===== src/design/dcc_pkg.sv =====
package dcc_pkg;
  localparam int          DCC_AW            = 3;
  localparam logic [2:0]  DCC_CTL0_ADDR     = 3'h0;
  localparam logic [2:0]  DCC_MODE0_ADDR    = 3'h1;
  localparam logic [2:0]  DCC_CTL1_ADDR     = 3'h2;
  localparam logic [2:0]  DCC_MODE1_ADDR    = 3'h3;
  localparam logic [2:0]  DCC_MISC_ADDR     = 3'h4;
  localparam int          DCC_CTL_EN_BIT    = 7;
  localparam int          DCC_CTL_OUT_BIT   = 6;
  localparam int          DCC_CTL_RISE_BIT  = 5;
  localparam int          DCC_CTL_FALL_BIT  = 4;
  localparam int          DCC_MODE_RIE_BIT  = 5;
  localparam int          DCC_MODE_FIE_BIT  = 4;
  localparam int          DCC_MISC_RST_BIT  = 0;
  localparam int          DCC_MISC_PP0_BIT  = 1;
  localparam int          DCC_MISC_PP1_BIT  = 2;
  localparam logic [7:0]  DCC_CTL_RESET     = 8'h00;
  localparam logic [1:0]  DCC_MODE_RESET    = 2'h2;
  localparam logic [1:0]  DCC_HYST_OFF      = 2'h0;
endpackage


===== src/design/dcc_sync.sv =====
`timescale 1ns/1ns
`default_nettype none
module dcc_sync
  import dcc_pkg::*;
#(
  parameter int STAGES = 2
) (
  // clock and reset
  input  wire logic sys_clk_i,
  input  wire logic nrst_i,
  // level
  input  wire logic async_i,
  output logic      sync_o
);
  logic [STAGES-1:0] sh_reg;

  // refuse a chain too short to settle metastability
  if (STAGES < 2) begin : gen_bad_stages
    $error("dcc_sync needs two stages");
  end

  always_ff @(posedge sys_clk_i or negedge nrst_i) begin
    if (!nrst_i) begin
      sh_reg <= '0;
    end else begin
      sh_reg <= {sh_reg[STAGES-2:0], async_i};
    end
  end

  assign sync_o = sh_reg[STAGES-1];
endmodule
`default_nettype wire


===== src/design/dcc_channel.sv =====
`timescale 1ns/1ns
`default_nettype none
module dcc_channel
  import dcc_pkg::*;
(
  // clock and reset
  input  wire logic sys_clk_i,
  input  wire logic nrst_i,
  // comparator
  input  wire logic cmp_sync_i,
  input  wire logic enable_i,
  // flag clear strobes
  input  wire logic clr_rise_i,
  input  wire logic clr_fall_i,
  // flags
  output logic      state_o,
  output logic      rise_flag_o,
  output logic      fall_flag_o
);
  logic prev_reg;
  logic rise_reg;
  logic fall_reg;
  wire  rise_ev;
  wire  fall_ev;

  assign rise_ev = cmp_sync_i & ~prev_reg;
  assign fall_ev = ~cmp_sync_i & prev_reg;

  always_ff @(posedge sys_clk_i or negedge nrst_i) begin
    if (!nrst_i) begin
      prev_reg <= 1'b0;
      rise_reg <= 1'b0;
      fall_reg <= 1'b0;
    end else begin
      prev_reg <= cmp_sync_i;
      // set beats clear in the same cycle
      rise_reg <= rise_ev | (rise_reg & ~clr_rise_i);
      fall_reg <= fall_ev | (fall_reg & ~clr_fall_i);
    end
  end

  assign state_o     = prev_reg;
  assign rise_flag_o = rise_reg;
  assign fall_flag_o = fall_reg;

  AST_RISE_SETS: assert property (@(posedge sys_clk_i) disable iff (!nrst_i)
    rise_ev |=> rise_reg) else $error("rise flag not set");
  AST_FALL_SETS: assert property (@(posedge sys_clk_i) disable iff (!nrst_i)
    fall_ev |=> fall_reg) else $error("fall flag not set");
  AST_FLAG_STICKY: assert property (@(posedge sys_clk_i) disable iff (!nrst_i)
    (rise_reg && !clr_rise_i) |=> rise_reg) else $error("rise flag lost");
  AST_ONE_EDGE: assert property (@(posedge sys_clk_i) disable iff (!nrst_i)
    rise_ev |=> !rise_ev) else $error("edge seen twice");
endmodule
`default_nettype wire


===== src/design/dcc_top.sv =====
`timescale 1ns/1ns
`default_nettype none
module dcc_top
  import dcc_pkg::*;
(
  // clock and reset
  input  wire logic              sys_clk_i,
  input  wire logic              nrst_i,
  // register port
  input  wire logic [DCC_AW-1:0] addr_i,
  input  wire logic [7:0]        wdata_i,
  input  wire logic              wr_i,
  input  wire logic              rd_i,
  output logic      [7:0]        rdata_o,
  // analog comparator cores
  input  wire logic [1:0]        cmp_raw_i,
  output logic      [1:0]        cmp_power_o,
  output logic      [1:0]        cmp_resp_mode_o [2],
  output logic      [1:0]        cmp_pos_hyst_o [2],
  output logic      [1:0]        cmp_neg_hyst_o [2],
  // crossbar pins
  output logic      [1:0]        pin_out_o,
  output logic      [1:0]        pin_oe_o,
  // system
  output logic      [1:0]        irq_o,
  output logic                   reset_req_o
);
  logic [1:0] en_reg;
  logic [1:0] hyp_reg [2];
  logic [1:0] hyn_reg [2];
  logic [1:0] md_reg [2];
  logic [1:0] rie_reg;
  logic [1:0] fie_reg;
  logic       rst_src_reg;
  logic [1:0] pp_reg;
  logic [7:0] rdata_reg;
  logic [1:0] irq_reg;
  logic       reset_req_reg;
  logic [1:0] pin_out_reg;
  logic [1:0] pin_oe_reg;
  logic [1:0] cmp_sync;
  logic [1:0] state;
  logic [1:0] rise_flag;
  logic [1:0] fall_flag;
  wire  [1:0] wr_ctl;
  wire  [1:0] wr_mode;
  wire  [1:0] clr_rise;
  wire  [1:0] clr_fall;
  wire  [1:0] irq_next;
  wire  [1:0] pin_out_next;
  wire  [1:0] pin_oe_next;
  wire        reset_req_next;
  wire        wr_misc;
  logic [7:0] rdata_next;

  genvar g;
  generate
    for (g = 0; g < 2; g++) begin : gen_ch
      wire [DCC_AW-1:0] ca = (g == 0) ? DCC_CTL0_ADDR : DCC_CTL1_ADDR;
      wire [DCC_AW-1:0] ma = (g == 0) ? DCC_MODE0_ADDR : DCC_MODE1_ADDR;
      assign wr_ctl[g]   = wr_i && (addr_i == ca);
      assign wr_mode[g]  = wr_i && (addr_i == ma);
      assign clr_rise[g] = wr_ctl[g] && !wdata_i[DCC_CTL_RISE_BIT];
      assign clr_fall[g] = wr_ctl[g] && !wdata_i[DCC_CTL_FALL_BIT];
      // flags only raise irq while comparator is on
      assign irq_next[g] = en_reg[g] &&
        ((rise_flag[g] && rie_reg[g]) || (fall_flag[g] && fie_reg[g]));
      // disabled comparator drives low
      assign pin_out_next[g] = pp_reg[g] ? (en_reg[g] & state[g]) : 1'b0;
      assign pin_oe_next[g]  = pp_reg[g] ? 1'b1 : ~(en_reg[g] & state[g]);

      dcc_sync #(
        .STAGES (2)
      ) u_sync (
        .sys_clk_i (sys_clk_i),
        .nrst_i    (nrst_i),
        .async_i   (cmp_raw_i[g]),
        .sync_o    (cmp_sync[g])
      );

      dcc_channel u_ch (
        .sys_clk_i   (sys_clk_i),
        .nrst_i      (nrst_i),
        .cmp_sync_i  (cmp_sync[g]),
        .enable_i    (en_reg[g]),
        .clr_rise_i  (clr_rise[g]),
        .clr_fall_i  (clr_fall[g]),
        .state_o     (state[g]),
        .rise_flag_o (rise_flag[g]),
        .fall_flag_o (fall_flag[g])
      );

      always_ff @(posedge sys_clk_i or negedge nrst_i) begin
        if (!nrst_i) begin
          en_reg[g]  <= DCC_CTL_RESET[DCC_CTL_EN_BIT];
          hyp_reg[g] <= DCC_HYST_OFF;
          hyn_reg[g] <= DCC_HYST_OFF;
        end else if (wr_ctl[g]) begin
          en_reg[g]  <= wdata_i[DCC_CTL_EN_BIT];
          hyp_reg[g] <= wdata_i[3:2];
          hyn_reg[g] <= wdata_i[1:0];
        end
      end

      always_ff @(posedge sys_clk_i or negedge nrst_i) begin
        if (!nrst_i) begin
          md_reg[g]  <= DCC_MODE_RESET;
          rie_reg[g] <= 1'b0;
          fie_reg[g] <= 1'b0;
        end else if (wr_mode[g]) begin
          md_reg[g]  <= wdata_i[1:0];
          rie_reg[g] <= wdata_i[DCC_MODE_RIE_BIT];
          fie_reg[g] <= wdata_i[DCC_MODE_FIE_BIT];
        end
      end

      always_ff @(posedge sys_clk_i or negedge nrst_i) begin
        if (!nrst_i) begin
          cmp_resp_mode_o[g] <= DCC_MODE_RESET;
          cmp_pos_hyst_o[g]  <= DCC_HYST_OFF;
          cmp_neg_hyst_o[g]  <= DCC_HYST_OFF;
        end else begin
          cmp_resp_mode_o[g] <= md_reg[g];
          cmp_pos_hyst_o[g]  <= hyp_reg[g];
          cmp_neg_hyst_o[g]  <= hyn_reg[g];
        end
      end
    end
  endgenerate

  assign wr_misc = wr_i && (addr_i == DCC_MISC_ADDR);
  // only comparator 0 can request a reset
  assign reset_req_next = rst_src_reg && en_reg[0] && (rise_flag[0] | fall_flag[0]);

  always_comb begin
    rdata_next = 8'h00;
    case (addr_i)
      DCC_CTL0_ADDR: rdata_next = {en_reg[0], state[0], rise_flag[0], fall_flag[0],
                                   hyp_reg[0], hyn_reg[0]};
      DCC_CTL1_ADDR: rdata_next = {en_reg[1], state[1], rise_flag[1], fall_flag[1],
                                   hyp_reg[1], hyn_reg[1]};
      DCC_MODE0_ADDR: rdata_next = {2'h0, rie_reg[0], fie_reg[0], 2'h0, md_reg[0]};
      DCC_MODE1_ADDR: rdata_next = {2'h0, rie_reg[1], fie_reg[1], 2'h0, md_reg[1]};
      DCC_MISC_ADDR: rdata_next = {5'h00, pp_reg, rst_src_reg};
      default: rdata_next = 8'h00;
    endcase
  end

  always_ff @(posedge sys_clk_i or negedge nrst_i) begin
    if (!nrst_i) begin
      rst_src_reg <= 1'b0;
      pp_reg      <= 2'h0;
    end else if (wr_misc) begin
      rst_src_reg <= wdata_i[DCC_MISC_RST_BIT];
      pp_reg      <= {wdata_i[DCC_MISC_PP1_BIT], wdata_i[DCC_MISC_PP0_BIT]};
    end
  end

  always_ff @(posedge sys_clk_i or negedge nrst_i) begin
    if (!nrst_i) begin
      rdata_reg     <= 8'h00;
      irq_reg       <= 2'h0;
      reset_req_reg <= 1'b0;
      pin_out_reg   <= 2'h0;
      pin_oe_reg    <= 2'h3;
    end else begin
      rdata_reg     <= rd_i ? rdata_next : 8'h00;
      irq_reg       <= irq_next;
      reset_req_reg <= reset_req_next;
      pin_out_reg   <= pin_out_next;
      pin_oe_reg    <= pin_oe_next;
    end
  end

  assign rdata_o     = rdata_reg;
  assign irq_o       = irq_reg;
  assign reset_req_o = reset_req_reg;
  assign pin_out_o   = pin_out_reg;
  assign pin_oe_o    = pin_oe_reg;
  assign cmp_power_o = en_reg;

  AST_IRQ_CAUSE: assert property (@(posedge sys_clk_i) disable iff (!nrst_i)
    irq_o[0] |-> $past(en_reg[0] && ((rise_flag[0] && rie_reg[0]) ||
      (fall_flag[0] && fie_reg[0])))) else $error("irq0 without cause");
  AST_IRQ_DISABLED: assert property (@(posedge sys_clk_i) disable iff (!nrst_i)
    !en_reg[1] |=> !irq_o[1]) else $error("irq1 while disabled");
  AST_PIN_LOW_OFF: assert property (@(posedge sys_clk_i) disable iff (!nrst_i)
    !en_reg[0] |=> !pin_out_o[0]) else $error("pin0 high while disabled");
  AST_ENABLE_WRITE: assert property (@(posedge sys_clk_i) disable iff (!nrst_i)
    wr_ctl[0] |=> cmp_power_o[0] == $past(wdata_i[DCC_CTL_EN_BIT]))
    else $error("enable write lost");
  AST_MODE_WRITE: assert property (@(posedge sys_clk_i) disable iff (!nrst_i)
    wr_mode[1] |=> ##1 cmp_resp_mode_o[1] == $past(wdata_i[1:0], 2))
    else $error("mode not applied");
  AST_RESET_SRC: assert property (@(posedge sys_clk_i) disable iff (!nrst_i)
    reset_req_o |-> $past(rst_src_reg && en_reg[0])) else $error("bad reset req");
  AST_STATE_READ: assert property (@(posedge sys_clk_i) disable iff (!nrst_i)
    (rd_i && addr_i == DCC_CTL0_ADDR) |=> rdata_o[DCC_CTL_OUT_BIT] == $past(state[0]))
    else $error("state readback wrong");
  AST_HYST_FIELD: assert property (@(posedge sys_clk_i) disable iff (!nrst_i)
    wr_ctl[1] |=> ##1 cmp_pos_hyst_o[1] == $past(wdata_i[3:2], 2))
    else $error("hysteresis not applied");

  COV_IRQ0: cover property (@(posedge sys_clk_i) disable iff (!nrst_i) irq_o[0]);
  COV_IRQ1: cover property (@(posedge sys_clk_i) disable iff (!nrst_i) irq_o[1]);
  COV_RESET: cover property (@(posedge sys_clk_i) disable iff (!nrst_i) reset_req_o);
  COV_BOTH_FLAGS: cover property (@(posedge sys_clk_i) disable iff (!nrst_i)
    rise_flag[0] && fall_flag[0]);
endmodule
`default_nettype wire


===== config.mk =====
export PLATFORM = sky130hd
export DESIGN_NAME = dcc_top
export DESIGN_NICKNAME = d
export VERILOG_FILES = /design/src/design/dcc_pkg.sv /design/src/design/dcc_sync.sv /design/src/design/dcc_channel.sv /design/src/design/dcc_top.sv
export SDC_FILE = /design/constraint.sdc
export NUM_CORES = 1
export LEC_CHECK = 0
export BUFFER_PORTS_ARGS = -buffer_cell sky130_fd_sc_hd__clkbuf_2
export CORE_ASPECT_RATIO = 0.6
export CORE_MARGIN = 2
export CORE_UTILIZATION = 48
export CTS_CLUSTER_DIAMETER = 150
export CTS_CLUSTER_SIZE = 28
export DETAILED_ROUTE_END_ITERATION = 12
export GPL_TIMING_DRIVEN = 1
export PLACE_DENSITY_LB_ADDON = 0.3
export SLEW_MARGIN = 20
export SYNTH_ARGS = -nofsm -noshare
export SYNTH_HDL_FRONTEND = slang
export SYNTH_SLANG_ARGS = --single-unit
export TNS_END_PERCENT = 5

===== constraint.sdc =====
create_clock -name sys_clk_i -period 1.2 [get_ports sys_clk_i]
set_input_delay 0 -clock sys_clk_i [delete_from_list [all_inputs] [get_ports sys_clk_i]]
set_output_delay 0 -clock sys_clk_i [all_outputs]
set_load 0.02 [all_outputs]

Word-level counts from Yosys, hierarchy flattened --
Cells that the tools add are included.
Word-level totals: output and inout bits 29, logic and storage cells 90, bits of input ports 17, register bits after elaboration 58
Operators by class: bitwise operators 25, reduce and logical (&&, ||, !) cells 22, equal/unequal tests 4, mux-type cells 6
Operators by type and width (count):
- one-hot mux 8 bit (5 select lines) | 1
- logical AND 1 bit | 17
- AND 1 bit | 10
- inverter 1 bit | 10
- 2-to-1 mux 8 bit | 1
- == test 3 x 2 -> 1 bit (second input constant) | 2
- bitwise OR 1 bit | 5
- 2-to-1 mux 1 bit | 4
- == test 3 x 1 -> 1 bit (second input constant) | 1
- == test 3 bit (second input constant) | 1
- zero test 3 bit | 1
- zero test 1 bit | 2
- logical OR 1 bit | 2

Longest topological paths before layout --
depth in word-level cells 6, depth in mapped cells 5, depth with buffers taken out 3

Cells and area by module --
Synthesis repeated with hierarchy kept, for this count alone.
Unflattened totals: cell total of the unflattened synthesis 151, area, all modules 2258.4 µm²
By module, submodules not included:
- dcc_top | instances 1, area an instance 1955.6 µm², seq. area each 1208.7 µm², cells an instance 131
- dcc_channel | instances 2, area an instance 101.3 µm², seq. area each 75.1 µm², cells an instance 8
- dcc_sync | instances 2, area an instance 50.0 µm², seq. area each 50.0 µm², cells an instance 2

Worst setup path after synthesis --
No wires, ideal clock.
path type flip-flop to flip-flop, start point reg gen_ch[0].u_ch.rise_reg, end point reg rdata_reg[5], in the netlist rdata_o[5], clock period less this slack 1.074 ns, setup slack 0.126 ns, data required time 1.077 ns, cell stages (with the launch flop) 3, buffers on the path 0, setup time 0.123 ns, arrival time 0.952 ns, cell sequence dfrtp_1 mux4_2 nor2b_1
On the way: cells in the longest elaborated chain, start to end 2
Ends and longest elaborated chain:
- start, declared | RTL line dcc_channel.sv:21 | logic rise_reg;
- start signal, assigned | RTL line dcc_channel.sv:37 | rise_reg <= rise_ev | (rise_reg & ~clr_rise_i);
- one-hot mux 8 bit (5 select lines) | RTL line dcc_top.sv:137 | case (addr_i)
- 2-to-1 mux 8 bit | RTL line dcc_top.sv:167 | rdata_reg <= rd_i ? rdata_next : 8'h00;
- end signal, assigned | RTL line dcc_top.sv:167
- end, declared | RTL line dcc_top.sv:36 | logic [7:0] rdata_reg;
Every way passes these cells. A chain may end at the register's enable or synchronous reset.

Worst setup path after layout --
start point reg rie_reg[0], end point reg rdata_reg[5], in the netlist rdata_o[5]
On the way: cells in the longest elaborated chain, start to end 2
Ends and longest elaborated chain:
- start, declared | RTL line dcc_top.sv:32 | logic [1:0] rie_reg;
- start signal, assigned by index | RTL line dcc_top.sv:112 | rie_reg[g] <= wdata_i[DCC_MODE_RIE_BIT];
- one-hot mux 8 bit (5 select lines) | RTL line dcc_top.sv:137
- 2-to-1 mux 8 bit | RTL line dcc_top.sv:167
Every way passes these cells.

==> flow_summary.yaml <==
outcome:
  status: "completed"
global_route:
  grt_max_degree: 59
  grt.overflow.total: 0
  grt_pass1_wl_mm: 7.71
  grt_util_all_layers_pct: 20.6
  antenna_found_initial: 0
  grt_pass1_vias: 1463
placement:
  place_area_mm2: 0.00253
  gp_congestion: 0.781
  portBuffers: 44
  dp_hpwl_mm: 3.25
pwr:
  power_density_mw_per_mm2: 1740
  power_mw: 4.91
  p_leak_nw: 1.40
  ir_drop_mv: 1.45
sta:
  timing.setup.tns_ns: 0
  period_share_pct: 94.9
  maxSlewHeadroom_pct: 75.4
  setup_violations: 0
  period_needed_ns: 1.14
  fmax_ghz: 0.878
  hold_viol: 0
  rsz0062_at_grt: "false"
  slew_viol_final: 0
  finClkSkew_ns: 0.00613
  worst_pin_slew_ns: 0.364
route:
  wirelength_mm: 4.60
  drc: 0
  drt_first_pass_iters: 4
  route.vias.total: 1475
  ant_nets: 0
  drt_iter0_markers: 104
  wl_per_cell_um: 15.5
  viasPerCell: 4.98
setup_path:
  cp-start-kind: "register"
  reg2reg_slack_ns: 0.06
  worst_setup_path_end_kind: "register"
  worstSetupPathType: "reg -> reg"
  worstPathMaxFanout: 3
  crit_required_ns: 1.42
  arrival_ns: 1.36
floorplan:
  start_util_pct: 51.4
  die_x_um: 90.9
  num_io_pins: 46
  fp-row-count: 18
  coreArea_mm2: 0.00423
  dieHeight_um: 56.2
  die_area_mm2: 0.00511
clocking:
  cts_tree: "built"
  cts.clk_slew.worst_paths_ns: 0.06
  cts_buffers: 9
  cts.sinks: 58
  cts_buffer_depth: 2
  clock-root-buffer: "clkbuf_8"
  cts_htree_levels: 3
  postCtsSetupBuffers: 0
  clk_latency_ns: 0.34
synth:
  synth.top_cell.area_share_pct: 59.8
  syn_nets: 177
  synth-edff-count: 0
  ys_seq_elements: 58
  synthArstFlopShare_pct: 100
  synth_area_leader_cell: "dfrtp_1"
  postSynthCellCount: 160
  synth_area_mm2: 0.00218
  yosysMostFrequentCell: "dfrtp_1"
  yosysWarnings: 0
  synth_area_leaders: "dfrtp_1 60%, dfstp_2 7.2%, mux2_2 6.7%"
  synthDistinctLibCells: 30
  synth_ff_type: "dfrtp_1"
  yosys-top-cells-count: "52 x dfrtp_1, 30 x nand2_1, 13 x mux2_2, 7 x o21ai_0"
  yosysSeqAreaShare_pct: 67.0
  avgSynthCellArea_um2: 13.6
worst_hold_path:
  hp-class: "in -> reg"
cells_and_area:
  area_delta_synth_final_pct: 29.4
  fillers: 356
  drive_above_1_share_pct: 39.4
  multiInputGateArea_um2: 657
  final_cell_area_mm2: 0.00282
  ff_latch_area_mm2: 0.00146
  largest_reg_flops: 8
  layout.nets: 248
  antenna_cells: 0
job:
  maxCapViolations: 0
-- where the power goes --
group / internal (mW) / switching, mW / total (mW)
registers: 2.27 / 0.187 / 2.46
logic: 0.351 / 0.444 / 0.795
clock network: 0.954 / 0.703 / 1.66
total: 3.58 / 1.33 / 4.91
-- cell type report --
class / instances / share of cell area (%)
clock buffers: 13 / 4.93
inverters: 4 / 0.533
clock inverters: 3 / 1.42
multi-input cells: 91 / 23.3
flip-flops and latches: 58 / 51.8
repair buffers: 67 / 15.4
well taps: 60 / 2.66
-- what timing repair did --
action                    CTS  global route
hold endpoints to repair   86             0
resized for setup           0             0
hold buffers               11             0
-- routing by layer --
layer | vias up | share of wire [%] | track usage, %
met5 | - | 0 | 0
met4 | 0 | 1.7 | 7.14
met3 | 9 | 6.3 | 8.94
met2 | 46 | 44 | 29.0
met1 | 721 | 48 | 28.7
li1 | 699 | - | -
-- placed cells by master, fill, tap and decap left out, types with 3 or more instances in the layout --
cell type	netlist	final
dfstp_2	6	6
o21ai_0	7	7
clkbuf_8	0	9
mux2i_1	6	6
nand3b_1	4	4
buf_4	2	11
and3_1	3	3
clkbuf_2	0	44
dlygate4sd3_1	0	11
nor2b_1	4	4
nor3_1	3	3
clkbuf_1	0	4
nand2_1	30	30
inv_1	4	4
mux2_2	13	13
dfrtp_1	52	52
-- critical path, cell delays in order (launching register included) --
cell and delay, ns:
dfrtp_1 0.41, mux4_2 0.47, nor2b_1 0.14
-- logic make-up after synthesis --
family                 synth area share [%]
buffers and inverters                  2.82
and+or+nand+nor                        13.8
AOI/OAI and AO/OA                      4.83
DFF                                    67.0
muxes                                  11.6
-- path summary, 6_finish.rpt --
| path | startpoint | to | depth (start not counted) |
|---|---|---|---|
| min in group asynchronous | nrst_i | rdata_o[1]$_DFF_PN0_ | 3 |
| max reg2reg | rie_reg[0]$_DFFE_PN0P_ | rdata_o[5]$_DFF_PN0_ | 2 |
| min | addr_i[0] | rdata_o[3]$_DFF_PN0_ | 3 |
| min reg2reg | gen_ch[0].u_sync.sh_reg[0]$_DFF_PN0_ | gen_ch[0].u_sync.sh_reg[1]$_DFF_PN0_ | 0 |
| max in group asynchronous | nrst_i | pin_oe_o[0]$_DFF_PN1_ | 3 |
| max | rie_reg[0]$_DFFE_PN0P_ | rdata_o[5]$_DFF_PN0_ | 2 |
-- per-stage QoR --
step	utilization (%)	hold WS, ns	worst slack (ns)	cells
3_3_place_gp	59.7	0.0177	0.0482	269
2_1_floorplan	-	-0.296	0.126	160
6_report	66.5	0.0331	0.0617	296
4_1_cts	66.5	0.0149	0.0579	296
3_5_place_dp	59.7	0.0262	0.0218	269
5_1_grt	66.5	0.0336	0.0320	296
(Power assumes the default switching activity.)
